**src/design/bte_pkg.sv**
```systemverilog
// Purpose: Shared types and constants for the bus termination and error control block
// Assumes: One bus clock; termination inputs are active low pins
// Notes: Request, bus drive and block state travel as packed structs
package bte_pkg;

  // Transfer type codes
  localparam logic [1:0] BTE_TT_NORMAL = 2'h0;  // Ordinary access
  localparam logic [1:0] BTE_TT_ACK = 2'h3;     // Acknowledge cycle
  // Breakpoint acknowledge attributes
  localparam logic [31:0] BTE_BREAKPOINT_INSTR_ADDR = 32'h0000_0000;
  localparam logic [2:0] BTE_BREAKPOINT_INSTR_TM = 3'h0;
  // Line geometry: four long words, beat index in address bits 3:2
  localparam logic [1:0] BTE_FIRST_BEAT = 2'h0;
  localparam logic [1:0] BTE_LAST_BEAT = 2'h3;
  localparam int BTE_BEAT_LSB = 2;
  // Misaligned operand spans the first two beats only
  localparam logic [1:0] BTE_MIS_BEATS = 2'h2;

  // Kind of access asked for by the core
  typedef enum logic [2:0] {
    BTE_K_RD, BTE_K_WR, BTE_K_LINE_RD, BTE_K_LINE_WR, BTE_K_PUSH, BTE_K_BREAKPOINT_INSTR
  } bte_kind_t;

  // Decoded termination pair
  typedef enum logic [1:0] {
    BTE_T_WAIT, BTE_T_OK, BTE_T_ERR, BTE_T_RETRY
  } bte_term_t;

  // Outcome of a finished access
  typedef enum logic [1:0] {
    BTE_RES_OK, BTE_RES_ERR, BTE_RES_CANCEL
  } bte_res_t;

  // Controller states
  typedef enum logic {BTE_ST_IDLE, BTE_ST_BUS} bte_st_t;

  // One access request from the core
  typedef struct packed {
    bte_kind_t kind;
    logic [31:0] addr;
    logic [2:0] tm;          // Transfer modifier for ordinary cycles
    logic burst_inh;         // Line done as four single cycles
    logic prefetch;          // Instruction prefetch read
    logic want_valid;        // Execution unit wants one long word
    logic [1:0] want_word;   // Which long word it wants
    logic misaligned;        // Operand straddles beats 0 and 1
    logic write_thru;        // Write to a write-through page
    logic replaces_valid;    // Fill replaces a valid line
    logic dirty_victim;      // Replaced line is dirty and sits in the push buffer
    logic push_after_fill;   // Push follows a replacement read
    logic push_explicit;     // Push forced by the cache push instruction
    logic fp_save;           // Write belongs to the fp state save instruction
  } bte_req_t;

  // Whole block state
  typedef struct packed {
    bte_st_t st;
    logic [1:0] beat;
    bte_req_t req;
    logic ack_s1;
    logic ack_s2;
    logic err_s1;
    logic err_s2;
    logic [31:0] addr;
    logic [1:0] tt;
    logic [2:0] tm;
    logic start;
    logic in_prog;
    logic done;
    bte_res_t result;
    logic exc_access;
    logic exc_illegal;
    logic err_pend;
    logic no_fill;
    logic restore_dirty;
    logic keep_valid;
    logic line_inval;
    logic pre_inval;
    logic wt_update;
    logic fp_bad;
  } bte_state_t;

  // Reset value: idle, pins seen as negated
  localparam bte_state_t BTE_RST = '{st: BTE_ST_IDLE, result: BTE_RES_OK, req: '0,
    ack_s1: 1'b1, ack_s2: 1'b1, err_s1: 1'b1, err_s2: 1'b1, default: '0};

endpackage : bte_pkg

```
**src/design/bte_ctrl.sv**
```systemverilog
// Purpose: Run bus cycles and turn their termination into results and cache actions
// Assumes: Core offers one request at a time; pins are asynchronous to core_clk_i
// Notes: Termination pins are seen two cycles late through the synchroniser
//
// Function
// - Breakpoint cycle: type 3, address 0, modifier 0
// - Breakpoint cycle ended gives illegal instruction exception
// - Decode pair: ok, error, retry, wait
// - Both asserted on the first beat reruns the cycle, no error
// - Bus error ends the access at once
// - Error in any line beat aborts the line
// - Prefetch error held until used, dropped on flush
// - Later line read beat error traps only if wanted
// - Misaligned line operand error traps at once
// - Write or wanted read error traps at once
// - Fill invalidates victim first, stays invalid on error
// - Dirty victim restored from push buffer on error
// - Push error keeps or invalidates line by source
// - Write-through updates cache first, line stays valid
// - Fp state save error leaves frame corrupt
// - Retry reruns same address and attributes, except snooped push
// - Retry on later line beat counts as error
`timescale 1ns/10ps
module bte_ctrl
  import bte_pkg::*;
(
  // Clock and reset
  input wire logic core_clk_i,
  input wire logic resetn_i,
  // Core request side
  input wire logic req_valid_i,
  input bte_req_t req_i,
  output logic req_ready_o,
  input wire logic push_snooped_i,
  input wire logic instr_use_i,
  input wire logic instr_flush_i,
  // Core result side
  output logic done_o,
  output bte_res_t result_o,
  output logic exc_access_o,
  output logic exc_illegal_o,
  output logic err_pending_o,
  output logic fp_frame_bad_o,
  // Cache action strobes
  output logic pre_inval_o,
  output logic wt_update_o,
  output logic no_fill_o,
  output logic restore_dirty_o,
  output logic keep_valid_o,
  output logic line_inval_o,
  // External bus
  output logic [31:0] addr_o,
  output logic transfer_type_hi_o,
  output logic transfer_type_lo_o,
  output logic [2:0] transfer_modifier_o,
  output logic write_o,
  output logic start_o,
  output logic in_progress_o,
  input wire logic transfer_ack_n_i,
  input wire logic error_ack_n_i
);

  bte_state_t s_q;  // Registered state
  bte_state_t s_d;  // Next state
  bte_term_t term;  // Decoded pins, valid in the bus state
  logic is_line;    // Current access is a four beat line
  logic is_write;   // Current access drives data out

  // Decoder sees only the second synchroniser stage
  bte_term_dec u_dec (
    .ack_n_i(s_q.ack_s2),
    .err_n_i(s_q.err_s2),
    .term_o(term)
  );

  // Kind helpers
  assign is_line = (s_q.req.kind == BTE_K_LINE_RD) || (s_q.req.kind == BTE_K_LINE_WR) ||
                   (s_q.req.kind == BTE_K_PUSH);
  assign is_write = (s_q.req.kind == BTE_K_WR) || (s_q.req.kind == BTE_K_LINE_WR) ||
                    (s_q.req.kind == BTE_K_PUSH);

  // Next state
  always_comb begin
    logic bus_err;
    logic [1:0] nxt;
    bus_err = 1'b0;
    nxt = 2'(s_q.beat + 2'h1);
    s_d = s_q;
    // Two flip-flop synchroniser for both pins
    s_d.ack_s1 = transfer_ack_n_i;
    s_d.ack_s2 = s_q.ack_s1;
    s_d.err_s1 = error_ack_n_i;
    s_d.err_s2 = s_q.err_s1;
    // Strobes last one cycle
    s_d.start = 1'b0;
    s_d.done = 1'b0;
    s_d.exc_access = 1'b0;
    s_d.exc_illegal = 1'b0;
    s_d.no_fill = 1'b0;
    s_d.restore_dirty = 1'b0;
    s_d.keep_valid = 1'b0;
    s_d.line_inval = 1'b0;
    s_d.pre_inval = 1'b0;
    s_d.wt_update = 1'b0;
    s_d.fp_bad = 1'b0;
    // Held prefetch error: trap on use, drop on branch or task switch
    if (instr_use_i && s_q.err_pend) begin
      s_d.exc_access = 1'b1;
    end
    if (instr_use_i || instr_flush_i) begin
      s_d.err_pend = 1'b0;
    end
    case (s_q.st)
      BTE_ST_IDLE: begin
        if (req_valid_i) begin
          // Latch the request and start the first cycle
          s_d.req = req_i;
          s_d.beat = BTE_FIRST_BEAT;
          s_d.st = BTE_ST_BUS;
          s_d.start = 1'b1;
          s_d.in_prog = 1'b1;
          if (req_i.kind == BTE_K_BREAKPOINT_INSTR) begin
            s_d.addr = BTE_BREAKPOINT_INSTR_ADDR;
            s_d.tt = BTE_TT_ACK;
            s_d.tm = BTE_BREAKPOINT_INSTR_TM;
          end else begin
            s_d.addr = req_i.addr;
            s_d.tt = BTE_TT_NORMAL;
            s_d.tm = req_i.tm;
          end
          // Cache actions that must precede the bus cycle
          s_d.pre_inval = (req_i.kind == BTE_K_LINE_RD) && req_i.replaces_valid;
          s_d.wt_update = (req_i.kind == BTE_K_WR) && req_i.write_thru;
        end
      end
      default: begin
        case (term)
          BTE_T_WAIT: begin
            // Keep waiting; the outside monitor must end a dead cycle
          end
          BTE_T_OK: begin
            if (is_line && (s_q.beat != BTE_LAST_BEAT)) begin
              // Next long word of the line
              s_d.beat = nxt;
              if (s_q.req.burst_inh) begin
                s_d.start = 1'b1;
                s_d.addr[BTE_BEAT_LSB +: 2] = nxt;
              end
            end else begin
              s_d.st = BTE_ST_IDLE;
              s_d.in_prog = 1'b0;
              s_d.done = 1'b1;
              s_d.result = BTE_RES_OK;
              s_d.exc_illegal = (s_q.req.kind == BTE_K_BREAKPOINT_INSTR);
            end
          end
          BTE_T_RETRY: begin
            if (s_q.beat != BTE_FIRST_BEAT) begin
              bus_err = 1'b1;
            end else if ((s_q.req.kind == BTE_K_PUSH) && push_snooped_i) begin
              // Snooped push is dropped instead of rerun
              s_d.st = BTE_ST_IDLE;
              s_d.in_prog = 1'b0;
              s_d.done = 1'b1;
              s_d.result = BTE_RES_CANCEL;
            end else begin
              // Rerun with the held address and attributes
              s_d.start = 1'b1;
            end
          end
          default: begin
            bus_err = 1'b1;
          end
        endcase
      end
    endcase
    // Bus error: end the access now, skip remaining beats
    if (bus_err) begin
      s_d.st = BTE_ST_IDLE;
      s_d.in_prog = 1'b0;
      s_d.done = 1'b1;
      s_d.result = BTE_RES_ERR;
      case (s_q.req.kind)
        BTE_K_BREAKPOINT_INSTR: s_d.exc_illegal = 1'b1;
        BTE_K_WR, BTE_K_LINE_WR: begin
          s_d.exc_access = 1'b1;
          s_d.fp_bad = s_q.req.fp_save;
        end
        BTE_K_PUSH: begin
          s_d.keep_valid = s_q.req.push_after_fill;
          s_d.line_inval = s_q.req.push_explicit;
          s_d.exc_access = s_q.req.push_explicit;
        end
        default: begin
          if (s_q.req.kind == BTE_K_LINE_RD) begin
            s_d.no_fill = 1'b1;
            s_d.restore_dirty = s_q.req.dirty_victim;
          end
          if (s_q.req.prefetch) begin
            s_d.err_pend = 1'b1;
          end else if (s_q.req.kind == BTE_K_RD) begin
            s_d.exc_access = 1'b1;
          end else if (s_q.req.want_valid && (s_q.req.want_word == s_q.beat)) begin
            s_d.exc_access = 1'b1;
          end else if (s_q.req.misaligned && (s_q.beat < BTE_MIS_BEATS)) begin
            s_d.exc_access = 1'b1;
          end
        end
      endcase
    end
  end

  // State register, synchronous reset
  always_ff @(posedge core_clk_i) begin
    if (!resetn_i) begin
      s_q <= BTE_RST;
    end else begin
      s_q <= s_d;
    end
  end

  // Outputs straight from the state
  assign req_ready_o = (s_q.st == BTE_ST_IDLE);
  assign done_o = s_q.done;
  assign result_o = s_q.result;
  assign exc_access_o = s_q.exc_access;
  assign exc_illegal_o = s_q.exc_illegal;
  assign err_pending_o = s_q.err_pend;
  assign fp_frame_bad_o = s_q.fp_bad;
  assign pre_inval_o = s_q.pre_inval;
  assign wt_update_o = s_q.wt_update;
  assign no_fill_o = s_q.no_fill;
  assign restore_dirty_o = s_q.restore_dirty;
  assign keep_valid_o = s_q.keep_valid;
  assign line_inval_o = s_q.line_inval;
  assign addr_o = s_q.addr;
  assign transfer_type_hi_o = s_q.tt[1];
  assign transfer_type_lo_o = s_q.tt[0];
  assign transfer_modifier_o = s_q.tm;
  assign write_o = is_write && s_q.in_prog;
  assign start_o = s_q.start;
  assign in_progress_o = s_q.in_prog;

  logic in_bus;
  assign in_bus = (s_q.st == BTE_ST_BUS);
endmodule : bte_ctrl

```
**src/design/bte_term_dec.sv**
```systemverilog
// Purpose: Decode the synchronised termination pair into one of four outcomes
// Assumes: Inputs already pass the two-stage synchroniser
// Notes: Purely combinational
`timescale 1ns/10ps
module bte_term_dec
  import bte_pkg::*;
(
  // Synchronised active low pins
  input wire logic ack_n_i,
  input wire logic err_n_i,
  // Decoded outcome
  output bte_term_t term_o
);

  // Both asserted is a retry, never an error
  always_comb begin
    case ({ack_n_i, err_n_i})
      2'b01: term_o = BTE_T_OK;
      2'b10: term_o = BTE_T_ERR;
      2'b00: term_o = BTE_T_RETRY;
      default: term_o = BTE_T_WAIT;
    endcase
  end

endmodule : bte_term_dec

```
**config.mk**
```make
export PLATFORM = sky130hd
export DESIGN_NAME = bte_ctrl
export DESIGN_NICKNAME = d
export VERILOG_FILES = /design/src/design/bte_pkg.sv /design/src/design/bte_ctrl.sv /design/src/design/bte_term_dec.sv
export SDC_FILE = /design/constraint.sdc
export NUM_CORES = 1
export LEC_CHECK = 0
export BUFFER_PORTS_ARGS = -buffer_cell sky130_fd_sc_hd__buf_4
export CORE_ASPECT_RATIO = 0.7
export CORE_MARGIN = 5
export CORE_UTILIZATION = 40
export DETAILED_ROUTE_END_ITERATION = 10
export PLACE_DENSITY = 0.69
export SKIP_LAST_GASP = 1
export SYNTH_ARGS = -nofsm -noshare
export SYNTH_HDL_FRONTEND = slang
export SYNTH_HIERARCHICAL = 1
export SYNTH_SLANG_ARGS = --single-unit
```
**constraint.sdc**
```tcl
create_clock -name core_clk_i -period 4.76 [get_ports core_clk_i]
set_input_delay 0.952 -clock core_clk_i [delete_from_list [all_inputs] [get_ports core_clk_i]]
set_output_delay 0.952 -clock core_clk_i [all_outputs]
set_load 0.005 [all_outputs]
```
==> results by group <==
Setup path
  • Critical path class: flop to output pin
  • Reg-to-reg critical path startpoint: in_bus
  • Startpoint types: flop
  • Critical Path End Type: output pin
  • RR Endpoint: addr_o[3]
  • R2R depth: 6
  • Critical-path maximum fanout: 7
  • CP arrival: 1.58 ns
  • CP required: 3.81 ns
  • FF-to-FF setup slack: around 2.8 ns

Clock tree
  • Clk_lat worst skew: between 0.3 and 0.4 ns
  • CTS tree: built
  • Clock sinks: slightly above 70
  • CTS root buffer: clkbuf_8
  • Post-CTS Setup Repair Bufs: 0
  • CTS H-tree lvls: 3
  • CTS buffer count: 9
  • Cts repair resizes: 0
  • Hold_buf cts: 0
  • Clk pin slew, worst setup/hold paths: 0.07 ns
  • CTS Buffer Depth: 2

Power and ir drop
  • Leakage Power: around 1.7 nW
  • Power Dens Cells: 359.1 mW/mm^2
  • Cell Int Power: ~1.1 mW
  • Sequential share of power: between 40% and 50%
  • Switching Fraction: between 20 and 25%
  • Comb power frac: 11.5%
  • Clock group share of total power: approximately 43%
  • NetSw: a little over 0.3 mW
  • Maximum VDD drop: roughly 0.00018 V

Cells and area
  • Layout cells sized above 1: between 30% and 40%
  • Synthesis-to-layout area growth: 29.10%
  • ANT cells: 0
  • Finished Layout Cells: just under 500
  • Core Util, Final: 53.23%
  • Multi-input gate area: ~0.0012 mm^2
  • Final nets: 453
  • Filler cell count: just under 700
  • Register area: 0.001421 mm^2

STA
  • Setup Skew: between 0.003 and 0.004 ns
  • Minimum clock period: about 2.5 ns
  • Slew @ Worst Pin: 0.5579 ns
  • Final Max Tran Viols: 0
  • Peak Freq: ~400 MHz
  • Slew headroom: between 60% and 70%
  • Setup TNS: 0 ns
  • RSZ-0062 raised after global routing: false
  • Setup-failing EPs final: 0
  • Final cycle utilization of the critical path: a little over half
  • Hold Fails Final Rpt: 0

Synthesis
  • Mapped Avg Cell Area: slightly above 9 um^2
  • Top_reg_cell synth: dfxtp_1
  • Synth cell count leaders: 71 x dfxtp_1, 40 x nand2_1, 38 x buf_4, 34 x nor2b_1, 33 x a22oi_1
  • FFs w/ async S/R, synth: 0%
  • EDFF count, synth: 0
  • Synthesized flop and latch total: 71
  • Synth area leaders: dfxtp_1 47%, buf_4 9.5%, a22oi_1 8.2%, nor2b_1 7.0%, nand2_1 5.0%
  • Synth warn: 6
  • Share of the synthesized area in the top cell type: between 40 and 50%
  • Synth area leader: dfxtp_1
  • Post-synthesis sequential area ratio: a little under half
  • Mapped Cells: around 330
  • Synth unique cells: 38
  • Cell Area, Synth: roughly 0.0030 mm^2
  • Syn_nets: roughly 390
  • Cell with the most instances after synthesis: dfxtp_1

Floorplan
  • Initial Util: 41.23%
  • Std cell rows: 26
  • DIE AREA: approximately 0.0094 mm^2
  • Die height: 82.68 um
  • I/O pin cnt: approximately 110
  • Core area: around 0.0073 mm^2
  • Die W: 113.8 um

Route
  • WL final: ~6700 um
  • Remaining antenna violation count: 0
  • DR WL/cell: around 14 um
  • Met2 wire length: between 2000 and 3000 um
  • Starting DRT DRC Count: 75
  • DRC viols: 0
  • DR pass1 iterations: 4
  • Vias post-DR: 2324
  • Top routing layer in use: met4
  • Met3 routed WL: 749 um
  • Met1 WL: ~3200 um
  • Vias per cell: around 4.7

Min path
  • Hold worst-path end: s_q[52]
  • Hold path cells: 1
  • Startpoint of the worst hold path: s_d[52]
  • HP Class: flop to flop

Place
  • Routability cong.: 0.7662
  • Buffers on Ports: between 100 and 150
  • HPWL after DPL: approximately 4800 um
  • Placed Cells: 480

Global routing
  • Antenna violations before repair: 0
  • First-pass GRT wire length: approximately 11000 um
  • Grt ovf: 0
  • Vias in the first global route: 2243
  • Largest net degree at the start of global routing: 66
  • GRT Overall Usage: around 15%

Job
  • # Max-Cap Violations: 0

Run status
  • Status: finished clean
-- layout make-up --
type | count | area share, %
Sequential cell | 71 | 36.48
Multi-Input combinational cell | 190 | 31.18
Timing Repair Buffer | 114 | 21.97
Clock buffer | 11 | 3.886
Tap cell | 98 | 3.147
Clock inverter | 5 | 2.665
Inverter | 7 | 0.6744
-- sequential cells by signal, summed over array words and instances (netlist names) --
register,count
line_inval_o,1
wt_update_o,1
pre_inval_o,1
transfer_type_lo_o,1
fp_frame_bad_o,1
transfer_modifier_o,3
in_bus,1
done_o,1
start_o,1
keep_valid_o,1
exc_access_o,1
in_progress_o,1
addr_o,32
no_fill_o,1
err_pending_o,1
s_q,17
s_d,2
result_o,2
restore_dirty_o,1
exc_illegal_o,1
-- logic make-up after synthesis --
logic type	count (synthesis)	synth area share [%]
AND/OR/NAND/NOR	114	20.11
adder cells (fa/ha/maj)	2	0.8291
flip-flops	71	47.10
buffers and inverters	64	12.81
multiplexers	2	0.6634
XOR/XNOR	2	0.5805
AO/OA/AOI/OAI	70	17.91
-- metrics by stage --
| step | instance area [um^2] | setup WS, ns | total power [mW] | hold WS, ns |
|---|---|---|---|---|
| 6_report | 3896 | 2.232 | 1.399 | 0.4160 |
| 5_1_grt | 3896 | 2.083 | 1.470 | 0.4312 |
| 4_1_cts | 3896 | 2.197 | 1.424 | 0.4249 |
| 3_5_place_dp | 3641 | 2.281 | 0.8183 | 0.4084 |
| 3_3_place_gp | 3641 | 2.320 | 0.8150 | 0.3981 |
| 2_1_floorplan | 3018 | 2.723 | 0.7526 | 0.3863 |
-- worst max path at each step --
stage,start,end,slack (ns)
detailed placement,req_valid_i,addr_o[3],2.28
global placement,req_valid_i,addr_o[2],2.32
floorplan,push_snooped_i,result_o[0],2.72
finish,s_q[105],write_o,2.23
CTS,s_q[105],write_o,2.20
global route,s_q[105],write_o,2.08
-- power by group through the flow --
stage	combinational [mW]	sequential [mW]	clock (mW)
2_1_floorplan	0.105	0.648	0
3_3_place_gp	0.162	0.653	0
3_5_place_dp	0.164	0.654	0
4_1_cts	0.164	0.640	0.619
5_1_grt	0.181	0.645	0.644
6_report	0.161	0.641	0.597
-- cells in the final DEF (no fill, tap or decap), drive strengths merged --
master,netlist,routed
clkinv,0,2
a22oi,33,33
or3b,1,1
a21oi,4,4
a21boi,17,17
nor4b,1,1
nand3b,2,2
xnor2,2,2
o2111ai,1,1
o21a,1,1
a2111oi,1,1
mux2i,2,2
nand3,3,3
a211oi,2,2
a22o,2,2
o211a,2,2
nor4,1,1
and2,3,3
and3,4,4
a211o,2,2
or3,2,2
buf,43,114
or2b,1,1
o21ai,3,3
nor2b,34,34
nand2b,9,9
dfxtp,71,71
and3b,1,1
a41oi,1,1
ha,2,2
o31ai,1,1
clkbuf,14,11
nor2,5,5
nand2,40,40
inv,7,7
bufinv,0,3
nor4bb,1,1
nor3,6,6
-- layer usage --
| layer | up-vias | global-route usage, % |
|---|---|---|
| met5 | - | 0 |
| met2 | 76 | 20.86 |
| met3 | 8 | 7.793 |
| met1 | 1032 | 19.60 |
| li1 | 1208 | - |
| met4 | 0 | 3.915 |
-- critical path, cell delays in order, from the launching register on --
cell and delay [ns]:
dfxtp_1 0.43, or3b_4 0.46, a21boi_0 0.21, buf_4 0.14
Note: power is estimated with default switching activity, not from simulation.
